--- config.mk ---
export PLATFORM = sky130hd
export DESIGN_NAME = umf_top
export DESIGN_NICKNAME = d
export VERILOG_FILES = /design/src/umf_pkg.sv /design/src/umf_top.sv
export VERILOG_INCLUDE_DIRS = /design/src /design/src/src
export SDC_FILE = /design/constraint.sdc
export NUM_CORES = 1
export LEC_CHECK = 0
export BUFFER_PORTS_ARGS = -buffer_cell sky130_fd_sc_hd__buf_2
export CAP_MARGIN = 25
export CORE_MARGIN = 3
export CORE_UTILIZATION = 56
export DETAILED_ROUTE_END_ITERATION = 10
export MAX_ROUTING_LAYER = met4
export PLACE_DENSITY = 0.89
export SLEW_MARGIN = 20
export SYNTH_ARGS = -nofsm -noshare
export SYNTH_HDL_FRONTEND = slang
export SYNTH_SLANG_ARGS = --single-unit
export TNS_END_PERCENT = 20
--- constraint.sdc ---
create_clock -name MCLK -period 3.8 [get_ports MCLK]
set_input_delay 0.57 -clock MCLK [delete_from_list [all_inputs] [get_ports MCLK]]
set_output_delay 0.57 -clock MCLK [all_outputs]
set_load 0.02 [all_outputs]
--- src/umf_cfg.svh ---
// Constants for the modem input, multi-function pin and reset block
`ifndef UMF_CFG_SVH
`define UMF_CFG_SVH
// APB byte offsets
`define UMF_OFF_MODEM_STATUS 12'h018
`define UMF_OFF_MODEM_CTRL 12'h010
`define UMF_OFF_AFR 12'h020
`define UMF_OFF_DLL 12'h000
`define UMF_OFF_DLM 12'h004
`define UMF_OFF_IER 12'h008
`define UMF_OFF_IST 12'h024
`define UMF_OFF_IMSK 12'h028
`define UMF_OFF_RXDMA 12'h02C
// Field positions
`define UMF_STAT_CARRIER 7
`define UMF_STAT_BELL 6
`define UMF_STAT_CARRIER_CHG 3
`define UMF_STAT_BELL_RISE 2
`define UMF_CTRL_GP_OUT 3
`define UMF_CTRL_LOOP 4
`define UMF_IER_MSI 3
`define UMF_AFR_SEL_LO 1
`define UMF_AFR_SEL_HI 2
// Reset values
`define UMF_CTRL_RST 8'h00
`define UMF_AFR_RST 8'h00
`define UMF_DIV_RST 16'h0001
`define UMF_IER_RST 8'h00
`define UMF_MSK_RST 2'h0
`endif

--- src/umf_pkg.sv ---
// Types for the modem input, multi-function pin and reset block
package umf_pkg;
   // Multi-function output selection
   typedef enum logic [1:0] {UMF_SEL_GP_OUT = 2'h0, UMF_SEL_BAUD = 2'h1, UMF_SEL_RXDMA = 2'h2,
      UMF_SEL_RSV = 2'h3} umf_sel_t;
   // APB request carrier
   typedef struct packed {
      logic psel;
      logic penable;
      logic pwrite;
      logic [11:0] paddr;
      logic [31:0] pwdata;
   } umf_apb_req_t;
   // APB answer carrier
   typedef struct packed {
      logic pready;
      logic pslverr;
      logic [31:0] prdata;
   } umf_apb_rsp_t;
endpackage

--- src/umf_top.sv ---
// Modem carrier/bell inputs, multi-function pin, baud generator and master reset
//
// Contract
// Status bit7 shows inverted carrier detect
// Status bit3 flags carrier change since read
// Carrier detect never touches the receiver
// Carrier change raises enabled modem interrupt
// Status bit6 shows inverted bell input
// Status bit2 flags bell input rising
// Bell bit falling raises enabled interrupt
// Function bits 2:1 select pin source
// Reset selects general output two
// Control bit3 one drives output low
// Master reset sets output two high
// Loopback holds output two inactive
// Baud clock is the 16x clock
// Baud clock is crystal over divisor; a divisor of zero or one gives crystal over two here
// Baud clock feeds receiver internally
// DMA request asks receive FIFO drain
// Master reset clears registers, keeps divisor
// Master reset sets outputs to reset states
// Reading status clears change bits
`timescale 1ns/1ps
`include "umf_cfg.svh"

module umf_top
#(
   parameter int DIV_W = 16,
   parameter int SYNC_DEPTH = 2
)
(
   input wire logic MCLK,
   input wire logic RESET,
   input wire logic CARRIER_DETECT_N,
   input wire logic PHONE_BELL_DETECT_N,
   input wire logic RX_DMA_REQUEST_IN,
   input wire umf_pkg::umf_apb_req_t APB_REQ,
   output umf_pkg::umf_apb_rsp_t APB_RSP,
   output logic MULTI_FUNCTION_OUT,
   output logic RX_BAUD_CLK,
   output logic MODEM_IRQ,
   output logic IRQ
);
   import umf_pkg::*;

   // ************************************************************
   // Parameter checks
   // ************************************************************
   // The divisor is written one byte at a time, so only two bytes are served
   generate
      if (DIV_W != 16)
      begin : g_bad_div
         $error("umf_top: DIV_W must be 16");
      end
      // A single stage would let metastability reach the logic
      if (SYNC_DEPTH < 2)
      begin : g_bad_sync
         $error("umf_top: SYNC_DEPTH must be at least 2");
      end
   endgenerate

   // ************************************************************
   // Helpers
   // ************************************************************
   localparam int NPIN = 3;
   localparam logic [DIV_W-1:0] DIV_ONE = DIV_W'(1);
   localparam logic [DIV_W-1:0] DIV_ZERO = '0;

   // Register offset match, used for every register select
   function automatic logic at_off(input logic [11:0] addr, input logic [11:0] off);
      at_off = (addr == off);
   endfunction

   // ************************************************************
   // Input synchronisers
   // ************************************************************
   // Pin order: bit0 carrier, bit1 bell, bit2 DMA request
   logic [NPIN-1:0] pin_raw;
   logic [NPIN-1:0] sync_q [0:SYNC_DEPTH-1];
   logic [NPIN-1:0] pin_s;
   logic car_prev_q;
   logic bell_prev_q;
   wire car_s;
   wire bell_s;
   wire dma_s;

   // Raw pins gathered for the first stage
   assign pin_raw = {RX_DMA_REQUEST_IN, PHONE_BELL_DETECT_N, CARRIER_DETECT_N};

   // First stage; preset high so idle active-low pins give no false edge
   always_ff @(posedge MCLK or posedge RESET)
   begin
      if (RESET)
         sync_q[0] <= '1;
      else
         sync_q[0] <= pin_raw;
   end

   // Later stages read only the stage before them
   generate
      for (genvar i = 1; i < SYNC_DEPTH; i++)
      begin : g_sync
         always_ff @(posedge MCLK or posedge RESET)
         begin
            if (RESET)
               sync_q[i] <= '1;
            else
               sync_q[i] <= sync_q[i-1];
         end
      end
   endgenerate

   // Only the last stage feeds the logic
   assign pin_s = sync_q[SYNC_DEPTH-1];
   assign car_s = pin_s[0];
   assign bell_s = pin_s[1];
   assign dma_s = pin_s[2];

   // Previous synchronised levels for change detection
   always_ff @(posedge MCLK or posedge RESET)
   begin
      if (RESET)
      begin
         car_prev_q <= 1'b1;
         bell_prev_q <= 1'b1;
      end
      else
      begin
         car_prev_q <= car_s;
         bell_prev_q <= bell_s;
      end
   end

   // ************************************************************
   // APB decode
   // ************************************************************
   logic [7:0] ctrl_q;
   logic [7:0] afr_q;
   logic [7:0] ier_q;
   logic [DIV_W-1:0] div_q;
   logic [1:0] chg_q;
   logic [1:0] ist_q;
   logic [1:0] imsk_q;
   logic [31:0] rdata_q;
   logic rdy_q;
   logic err_q;

   // Phase decode; an access only counts once ready is up
   wire setup = APB_REQ.psel && !APB_REQ.penable;
   wire access = APB_REQ.psel && APB_REQ.penable && rdy_q;
   wire wr = access && APB_REQ.pwrite;
   wire rd = access && !APB_REQ.pwrite;

   // Register selects
   wire a_stat = at_off(APB_REQ.paddr, `UMF_OFF_MODEM_STATUS);
   wire a_ctrl = at_off(APB_REQ.paddr, `UMF_OFF_MODEM_CTRL);
   wire a_afr = at_off(APB_REQ.paddr, `UMF_OFF_AFR);
   wire a_dll = at_off(APB_REQ.paddr, `UMF_OFF_DLL);
   wire a_dlm = at_off(APB_REQ.paddr, `UMF_OFF_DLM);
   wire a_ier = at_off(APB_REQ.paddr, `UMF_OFF_IER);
   wire a_ist = at_off(APB_REQ.paddr, `UMF_OFF_IST);
   wire a_imsk = at_off(APB_REQ.paddr, `UMF_OFF_IMSK);
   wire a_rxd = at_off(APB_REQ.paddr, `UMF_OFF_RXDMA);
   wire mapped = a_stat | a_ctrl | a_afr | a_dll | a_dlm | a_ier | a_ist | a_imsk | a_rxd;
   wire [7:0] wb = APB_REQ.pwdata[7:0];

   // No wait state: ready rises in the first access cycle
   always_ff @(posedge MCLK or posedge RESET)
   begin
      if (RESET)
         rdy_q <= 1'b0;
      else
         rdy_q <= setup;
   end

   // ************************************************************
   // Modem status
   // ************************************************************
   wire loop_on = ctrl_q[`UMF_CTRL_LOOP];
   // inverted carrier
   wire stat_car = !car_s;
   // inverted bell
   wire stat_bell = !bell_s;
   // carrier change
   wire ev_car = car_s != car_prev_q;
   // bell low-to-high
   wire ev_bell = !bell_prev_q && bell_s;
   // Other modem bits read zero; those inputs are handled elsewhere
   wire [7:0] stat_val = {stat_car, stat_bell, 2'b00, chg_q, 2'b00};
   wire [1:0] chg_d;
   // read clears, but a same-cycle change wins so no edge is lost
   assign chg_d = ((rd && a_stat) ? 2'b00 : chg_q) | {ev_car, ev_bell};

   // master reset clears the change flags
   always_ff @(posedge MCLK or posedge RESET)
   begin
      if (RESET)
         chg_q <= 2'b00;
      else
         chg_q <= chg_d;
   end

   // ************************************************************
   // Control registers
   // ************************************************************
   // control register cleared by master reset
   // bit3 holds the general output request
   always_ff @(posedge MCLK or posedge RESET)
   begin
      if (RESET)
         ctrl_q <= `UMF_CTRL_RST;
      else if (wr && a_ctrl)
         ctrl_q <= wb;
   end

   // function select, reset picks general output two
   always_ff @(posedge MCLK or posedge RESET)
   begin
      if (RESET)
         afr_q <= `UMF_AFR_RST;
      else if (wr && a_afr)
         afr_q <= wb;
   end

   // modem status interrupt enable
   always_ff @(posedge MCLK or posedge RESET)
   begin
      if (RESET)
         ier_q <= `UMF_IER_RST;
      else if (wr && a_ier)
         ier_q <= wb;
   end

   // Interrupt mask, same layout as the sticky status
   always_ff @(posedge MCLK or posedge RESET)
   begin
      if (RESET)
         imsk_q <= `UMF_MSK_RST;
      else if (wr && a_imsk)
         imsk_q <= wb[1:0];
   end

   // divisor latch survives master reset, so no reset branch
   always_ff @(posedge MCLK)
   begin
      if (wr && a_dll)
         div_q[7:0] <= wb;
      if (wr && a_dlm)
         div_q[15:8] <= wb;
   end

   // ************************************************************
   // Baud generator
   // ************************************************************
   logic [DIV_W-1:0] bcnt_q;
   logic baud_q;
   // Divisor zero behaves as one; until the latch is written the rate is unknown
   wire [DIV_W-1:0] div_eff = (div_q == DIV_ZERO) ? DIV_ONE : div_q;
   wire [DIV_W-1:0] bhalf = {1'b0, div_eff[DIV_W-1:1]};
   wire bwrap = bcnt_q >= div_eff - DIV_ONE;
   // A divisor of one cannot toggle at the full rate, so it halves instead
   wire div_unit = div_eff == DIV_ONE;

   // clock divided by divisor, or by two for a divisor of zero or one
   // 16x clock for the channel
   always_ff @(posedge MCLK or posedge RESET)
   begin
      if (RESET)
      begin
         bcnt_q <= DIV_ZERO;
         baud_q <= 1'b0;
      end
      else if (bwrap)
      begin
         bcnt_q <= DIV_ZERO;
         baud_q <= div_unit ? !baud_q : 1'b1;
      end
      else
      begin
         bcnt_q <= bcnt_q + DIV_ONE;
         if (bcnt_q + DIV_ONE >= bhalf && !div_unit)
            baud_q <= 1'b0;
      end
   end

   // ************************************************************
   // Interrupts
   // ************************************************************
   // carrier change interrupt; R7: bell bit falls when the pin rises
   wire msi_req = ier_q[`UMF_IER_MSI] && (|chg_q);
   wire [1:0] ist_ev = {ev_bell, ev_car};
   // Sticky status: set wins over write-one clear
   wire [1:0] ist_d = (ist_q & ~((wr && a_ist) ? wb[1:0] : 2'b00)) | ist_ev;

   // Sticky status register
   always_ff @(posedge MCLK or posedge RESET)
   begin
      if (RESET)
         ist_q <= 2'h0;
      else
         ist_q <= ist_d;
   end

   // ************************************************************
   // Read path
   // ************************************************************
   // Read data mux; unmapped offsets read zero
   wire [7:0] rd_mux = a_stat ? stat_val : a_ctrl ? ctrl_q : a_afr ? afr_q : a_ier ? ier_q :
      a_dll ? div_q[7:0] : a_dlm ? div_q[15:8] : a_ist ? {6'h00, ist_q} :
      a_imsk ? {6'h00, imsk_q} : a_rxd ? {7'h00, dma_s} : 8'h00;

   // Read data captured in setup and held until the next setup
   always_ff @(posedge MCLK or posedge RESET)
   begin
      if (RESET)
         rdata_q <= 32'h0000_0000;
      else if (setup)
         rdata_q <= {24'h00_0000, rd_mux};
   end

   // Error flag follows the same capture point as the data
   always_ff @(posedge MCLK or posedge RESET)
   begin
      if (RESET)
         err_q <= 1'b0;
      else if (setup)
         err_q <= !mapped;
   end

   // ************************************************************
   // Multi-function pin
   // ************************************************************
   umf_sel_t sel;
   logic pin_d;
   assign sel = umf_sel_t'(afr_q[`UMF_AFR_SEL_HI:`UMF_AFR_SEL_LO]);
   // bit3 drives low; R12: loopback holds high; R11: reset high
   wire gp_pin = !(ctrl_q[`UMF_CTRL_GP_OUT] && !loop_on);

   // source select; R9: reset value selects output two
   always_comb
   begin
      case (sel)
         UMF_SEL_GP_OUT: pin_d = gp_pin;
         UMF_SEL_BAUD: pin_d = baud_q;
         // DMA request from the receive FIFO logic
         UMF_SEL_RXDMA: pin_d = dma_s;
         default: pin_d = gp_pin;
      endcase
   end

   // ************************************************************
   // Outputs
   // ************************************************************
   // pin takes its inactive level under master reset
   always_ff @(posedge MCLK or posedge RESET)
   begin
      if (RESET)
         MULTI_FUNCTION_OUT <= 1'b1;
      else
         MULTI_FUNCTION_OUT <= pin_d;
   end

   // baud clock routed as receiver clock
   always_ff @(posedge MCLK or posedge RESET)
   begin
      if (RESET)
         RX_BAUD_CLK <= 1'b0;
      else
         RX_BAUD_CLK <= baud_q;
   end

   // modem interrupt low in reset
   always_ff @(posedge MCLK or posedge RESET)
   begin
      if (RESET)
         MODEM_IRQ <= 1'b0;
      else
         MODEM_IRQ <= msi_req;
   end

   // summary interrupt uses next status, so a new event shows a cycle sooner
   always_ff @(posedge MCLK or posedge RESET)
   begin
      if (RESET)
         IRQ <= 1'b0;
      else
         IRQ <= |(ist_d & imsk_q);
   end

   // carrier detect only reaches status, never the receiver path
   assign APB_RSP.pready = rdy_q;
   assign APB_RSP.pslverr = rdy_q && err_q;
   assign APB_RSP.prdata = rdata_q;
endmodule // umf_top

==> run summary, run 1 <==
Final nets - 612
Commonest non-fill, non-tap cells in the layout - dfrtp_1, buf_2, ha_1, inv_1, conb_1
Worst-Margin Slew - 0.721 ns
Via-to-Cell Ratio - 6.13
Most common library cell in the layout ignoring fill and taps - dfrtp_1
Sequential fraction of the synthesis area - 0.447
Arr. time, crit path - 3.83 ns
Max Freq - 280 MHz
First-pass GRT wire length - 19200 um
Max-cap violations - 0
Final Max Tran Viols - 0
Final antenna-violating net count - 0
Remaining design rule violation count - 0
Max VDD drop - 0.280 mV
Hold Violations, Final - 0
Leakage power total - 2.56 nW
CTS Sinks - 85
Clock latency at the later pin of the worst-skew pair - 0.37 ns
Root cell of the clock tree - clkbuf_8
CP max FO - 9
Final Util - 0.651
P per Cell Area - 325 nW/um2
Final RePlAce weighted congestion - 0.946
Post-Synthesis Mean Instance Area - 10.4 um2
Vertical extent of the die - 100 um
Number of inserted diodes - 0
Total die area - 10000 um2
Number of distinct library cells after synthesis - 57
Worst reg2reg path startpoint - div_q[10]$_DFFE_PP_
Core ar. - 8420 um2
Cell Area, Placed - 5240 um2
Source of the critical timing path - div_q[10]$_DFFE_PP_
Initial DRT Pass Iterations - 5
Placed wire-length estimate after detailed placement - 8960 um
Routed WL per cell - 18.5 um
Mapped Cells - 475
Worst path required time - 4.06 ns
Finish-stage setup viols - 0
Combined area of all synthesized cells - 4960 um2
Outcome - completed
Number of hold-repair buffers added at the cts stage - 0
Cells after DPL - 618
H-Tree Depth - 3
Most instantiated flip-flop cell in the synthesis netlist - dfrtp_1
Initial antenna violation count - 0
Number of enable-type register cells in the synthesized netlist - 16
TritonCTS clock tree - yes
Worst-case headroom to the max-slew limit - 0.515
Count of yosys warnings during synthesis - 0
Port Buffer Count - 41
Bufs on Longest Clock Path - 2
Flip-flop and latch count after synthesis - 85
Total number of vias - 3890
Post-route cell area - 5490 um2
Number of DRC markers in iteration 0 - 258
Total routed wirelength - 11800 um
Gr usage total - 0.251
Maximum number of pins on one net before global-route repair - 38
Startpoint type of the worst setup path - flop
Via count of the first global-routing pass - 3824
Proportion of synthesized flip-flops having asynchronous set or reset - 0.812
TritonCTS Buffers - 9
Hold crit path type - input pin to asynchronous set/reset pin
Final worst-path cycle share - 0.941
Grt total ovfl - 0
CP Capture Type - flop
Worst Setup Path Type - flop to flop
Fraction of layout cells with a size suffix above 1 - 0.211
Top-level I/O count - 90
Reg clk slew, reported paths - 0.10 ns
Initial Utilization - 0.589
Area Growth Syn to Fin - 10.6%
Count of standard-cell rows - 33
Worst clock skew - 0.0108 ns
Post-Layout Cell Count - 635
Post-route minimum period - 3.58 ns
Die width - 100 um
==> worst paths after layout <==
path	cells after the start	slack, ns	endpoint
worst max-delay path	15	0.22	baud_q$_DFFE_PP0P_
worst min-delay path	2	0.17	ctrl_q[2]$_DFFE_PP0P_
worst max register to register	15	0.22	baud_q$_DFFE_PP0P_
worst min register to register	0	0.36	pin_s[1]$_DFF_PP1_
max in group asynchronous	3	3.04	bcnt_q[14]$_DFF_PP0_
min in group MCLK	1	0.29	sync_q[3]$_DFF_PP1_
==> sequential cells by signal (all words and copies together), names as in the netlist <==
register,count
bcnt_q,16
ist_q,2
imsk_q,2
afr_q,8
err_q,1
ctrl_q,8
sync_q,3
chg_q,2
pin_s,3
rdata_q,8
IRQ,1
bell_prev_q,1
MULTI_FUNCTION_OUT,1
car_prev_q,1
div_q,16
RX_BAUD_CLK,1
MODEM_IRQ,1
baud_q,1
ier_q,8
rdy_q,1
==> metal layers <==
layer / share of wire / wire length, um / global-route usage / vias up
met4: 0.036 / 427 / 0.0984 / 0
met5: 0 / 0 / - / -
met1: 0.42 / 4920 / 0.322 / 1899
met3: 0.064 / 751 / 0.0493 / 39
met2: 0.48 / 5660 / 0.396 / 168
li1: - / - / - / 1784
==> where the power goes <==
part / total (W) / switching (W) / internal (W)
Sequential: 0.000943 / 0.00000411 / 0.000939
Clock: 0.000726 / 0.000366 / 0.000360
Combinational: 0.000113 / 0.0000829 / 0.0000296
==> critical path, stage by stage (launching register included) <==
cell      delay [ns]
edfxtp_1        0.46
or4_4           0.58
nor2_2          0.19
a31oi_2         0.16
ha_1            0.27
nand2_1         0.10
nor3_1          0.06
xnor2_1         0.14
ha_1            0.21
a2111o_1        0.34
a31oi_1         0.15
o21ai_0         0.14
a211o_1         0.31
buf_4           0.18
nor2_1          0.10
a211oi_1        0.07
==> through the flow <==
stage	total power [W]	hold slack [ns]	setup WS, ns	TNS [ns]
after floorplan	0.00105	0.345	0.414	0
after global placement	0.00107	0.346	0.251	0
after detailed placement	0.00107	0.349	0.0872	0
after CTS	0.00179	0.179	0.0783	0
after global routing	0.00183	0.187	-0.0221	-0.0221
final	0.00178	0.172	0.223	0
==> final cells by class <==
class,instances,area [um2]
Tap cell,105,131
Clock inverter,6,78.8
Timing Repair Buffer,54,315
Multi-Input combinational cell,347,2490
Fill cell,679,2940
Inverter,28,105
Sequential cell,85,2220
Clock buffer,10,149
==> cell families (layout without fill, tap and decap cells) <==
logic type / after synthesis / in the layout / synth area share
AND/OR/NAND/NOR: 141 / 141 / 0.161
AO/OA/AOI/OAI: 90 / 90 / 0.118
flip-flops: 85 / 85 / 0.447
buffers and inverters: 66 / 98 / 0.0707
adder cells (fa/ha/maj): 35 / 35 / 0.0883
multiplexers: 29 / 29 / 0.0643
XOR/XNOR: 28 / 28 / 0.0495
other: 1 / 24 / 0.000756
==> synthesized netlist by cell type, types with 4 or more instances <==
| cell type | number | area (um2) |
|---|---|---|
| xnor2_1 | 22 | 193 |
| a21o_1 | 7 | 52.6 |
| nor2b_1 | 17 | 106 |
| dfrtp_1 | 60 | 1500 |
| nand2b_1 | 4 | 25.0 |
| mux2i_1 | 6 | 60.1 |
| nand2_1 | 22 | 82.6 |
| o21ai_0 | 21 | 105 |
| a31oi_1 | 5 | 31.3 |
| or4_1 | 5 | 37.5 |
| edfxtp_1 | 16 | 480 |
| nor2_1 | 19 | 71.3 |
| a21oi_1 | 20 | 100 |
| xor2_1 | 6 | 52.6 |
| buf_4 | 25 | 188 |
| and3_1 | 4 | 25.0 |
| clkbuf_1 | 10 | 37.5 |
| nand4_1 | 4 | 25.0 |
| nand3_1 | 18 | 90.1 |
| and4_1 | 5 | 43.8 |
| dfstp_2 | 9 | 236 |
| o22ai_1 | 8 | 50.1 |
| nor4_1 | 9 | 56.3 |
| nor3_1 | 18 | 90.1 |
| inv_1 | 28 | 105 |
| mux2_2 | 23 | 259 |
| ha_1 | 35 | 438 |
==> what timing repair did <==
action                     4_1_cts  5_1_grt
buffers inserted                 0        1
gates resized for setup          0        3
hold endpoints to repair         0        0
setup endpoints to repair        0       17
Power figures use the tool's default switching activity.
==> run 2: changes to the inputs <==
--- a/config.mk
+++ b/config.mk
@@ -7,7 +7,6 @@
 export NUM_CORES = 1
 export LEC_CHECK = 0
 export BUFFER_PORTS_ARGS = -buffer_cell sky130_fd_sc_hd__buf_2
-export CAP_MARGIN = 25
 export CORE_MARGIN = 3
 export CORE_UTILIZATION = 56
 export DETAILED_ROUTE_END_ITERATION = 10
==> constraint.sdc (replaced) <==
create_clock -name MCLK -period 3.9 [get_ports MCLK]
set_input_delay 0.975 -clock MCLK [delete_from_list [all_inputs] [get_ports MCLK]]
set_output_delay 0.975 -clock MCLK [all_outputs]
set_load 0.02 [all_outputs]
==> run 2 against run 1 <==
Compared with the run above: non-clock buffer count grew 7; worst setup slack lost 0.011 ns; register-to-register slack is essentially flat; fmax shrank 3.0%; critical path type unchanged; critical endpoint unchanged; largest cell class unchanged; largest power group unchanged; highest routed layer unchanged.
==> run summary, run 2 (same netlist as run 1, synthesis figures left out) <==
Startpoint type of the worst setup path - flop
Number of inserted diodes - 0 (unchanged)
Cells after DPL - 622 (+0.65%)
Reg clk slew, reported paths - 0.10 ns (about the same)
Placed wire-length estimate after detailed placement - 9280 um (+3.6%)
Hold Violations, Final - 0 (unchanged)
Max-cap violations - 0 (unchanged)
Routed WL per cell - 19.3 um (+4.4%)
CP max FO - 5 (-4)
Top-level I/O count - 90 (unchanged)
Filler instances - 645 (-5.0%)
Final worst-path cycle share - 0.946 (+0.00438)
Leakage power total - 2.57 nW (+0.62%)
Total die area - 10000 um2 (unchanged)
Via-to-Cell Ratio - 6.09 (-0.56%)
TritonCTS Buffers - 9 (unchanged)
Unrepaired setup endpoints after global routing - false
Root cell of the clock tree - clkbuf_8
Largest registers - bcnt_q (16), div_q (16)
Worst Setup Path Type - flop to flop
Remaining design rule violation count - 0 (unchanged)
Final antenna-violating net count - 0 (unchanged)
Total number of vias - 3911 (+0.54%)
Area Growth Syn to Fin - 11.1%
Number of DRC markers in iteration 0 - 302 (+17%)
Max Freq - 271 MHz (-3.0%)
Vertical extent of the die - 100 um (unchanged)
Clock latency at the later pin of the worst-skew pair - 0.36 ns (about the same)
Total routed wirelength - 12400 um (+5.5%)
Worst-case headroom to the max-slew limit - 0.476 (-0.0395)
CTS Sinks - 85 (unchanged)
Commonest non-fill, non-tap cells in the layout - dfrtp_1, buf_2, ha_1, inv_1, conb_1
Maximum number of pins on one net before global-route repair - 37 (-2.6%)
Count of standard-cell rows - 33 (unchanged)
Post-Layout Cell Count - 642 (+1.1%)
Outcome - completed
Worst clock skew - 0.0132 ns (+0.00241 ns)
Finish-stage setup viols - 0 (unchanged)
Cell Area, Placed - 5260 um2 (+0.33%)
Final nets - 619 (+1.1%)
TritonCTS clock tree - yes
Bufs on Longest Clock Path - 2 (unchanged)
Post-route minimum period - 3.69 ns (+0.111 ns)
Die width - 100 um (unchanged)
Gr usage total - 0.265 (+0.0140)
CP Capture Type - flop
Fraction of layout cells with a size suffix above 1 - 0.223 (+0.0121)
Worst-Margin Slew - 0.785 ns (+0.0636 ns)
Grt total ovfl - 0 (unchanged)
Final RePlAce weighted congestion - 0.949 (+0.39%)
Initial Utilization - 0.589 (unchanged)
Arr. time, crit path - 3.96 ns (+0.13 ns)
Post-Route Setup TNS - 0 ns (unchanged)
First-pass GRT wire length - 20000 um (+3.8%)
Port Buffer Count - 41 (unchanged)
Most common library cell in the layout ignoring fill and taps - dfrtp_1
P per Cell Area - 300 nW/um2 (-7.4%)
Final Max Tran Viols - 0 (unchanged)
Max VDD drop - 0.191 mV (-32%)
H-Tree Depth - 3 (unchanged)
Core ar. - 8420 um2 (unchanged)
Post-route cell area - 5510 um2 (+0.39%)
Worst path required time - 4.17 ns (+0.11 ns)
Initial antenna violation count - 0 (unchanged)
Hold crit path type - flop to flop
Initial DRT Pass Iterations - 5 (unchanged)
Via count of the first global-routing pass - 3924 (+2.6%)
## run 2: path summary, 6_finish.rpt
path / endpoint / from / cells after the start / slack [ns]
setup / recovery: baud_q$_DFFE_PP0P_ / div_q[11]$_DFFE_PP_ / 14 / 0.21
hold / removal: pin_s[1]$_DFF_PP1_ / sync_q[4]$_DFF_PP1_ / 0 / 0.36
setup reg to reg: baud_q$_DFFE_PP0P_ / div_q[11]$_DFFE_PP_ / 14 / 0.21
hold reg to reg: pin_s[1]$_DFF_PP1_ / sync_q[4]$_DFF_PP1_ / 0 / 0.36
max in group asynchronous: car_prev_q$_DFF_PP1_ / RESET / 3 / 2.20
min in group asynchronous: afr_q[4]$_DFFE_PP0P_ / RESET / 2 / 0.74
## run 2: per-stage QoR
stage | power, W | setup WS [ns] | hold slack (ns) | util
final | 0.00165 | 0.212 | 0.362 | 0.654
after global routing | 0.00171 | 0.00723 | 0.368 | 0.654
after CTS | 0.00166 | 0.0844 | 0.364 | 0.648
after detailed placement | 0.00104 | 0.185 | 0.349 | 0.624
after global placement | 0.00104 | 0.353 | 0.346 | 0.624
after floorplan | 0.00102 | 0.488 | 0.345 | -
## run 2: repair_timing
item                                   4_1_cts  5_1_grt
setup buffers                                0        4
gates resized for setup                      0        5
setup endpoints to repair                    0       17
hold buffers                                 0        0
endpoints found under the hold margin        0        0
## run 2: final cells by class
type	count	area, um2	area share
multi-input cells	347	2490	0.453
flip-flops and latches	85	2220	0.403
repair buffers	61	359	0.0652
well taps	105	131	0.0239
clock buffers	9	124	0.0225
inverters	28	105	0.0191
clock inverters	7	76.3	0.0139
## run 2: per-layer routing
layer / vias to the layer above / part of all wire / routed length (um) / GRT usage
met5: - / 0 / 0 / -
met4: 0 / 0.035 / 431 / 0.114
met3: 34 / 0.058 / 717 / 0.0375
met2: 168 / 0.50 / 6220 / 0.430
met1: 1911 / 0.41 / 5040 / 0.334
li1: 1798 / - / - / -
## run 2: report_power, final
| part | switching [W] | internal [W] | leakage [nW] | total, W |
|---|---|---|---|---|
| clock | 0.000373 | 0.000254 | 0.102 | 0.000626 |
| combinational | 0.0000822 | 0.0000270 | 1.46 | 0.000109 |
| sequential | 0.00000469 | 0.000915 | 1.01 | 0.000919 |
## run 2: worst max-delay path, cell delays in order, from the launching register on
cell	delay, ns
edfxtp_1	0.44
or4_4	0.60
nor2_2	0.20
a31oi_1	0.19
ha_1	0.27
nand2_1	0.12
nor3_1	0.07
xnor2_1	0.14
ha_1	0.21
a2111o_1	0.33
a31oi_1	0.14
o21ai_0	0.16
a211o_1	0.33
and3_1	0.18
a211oi_1	0.21
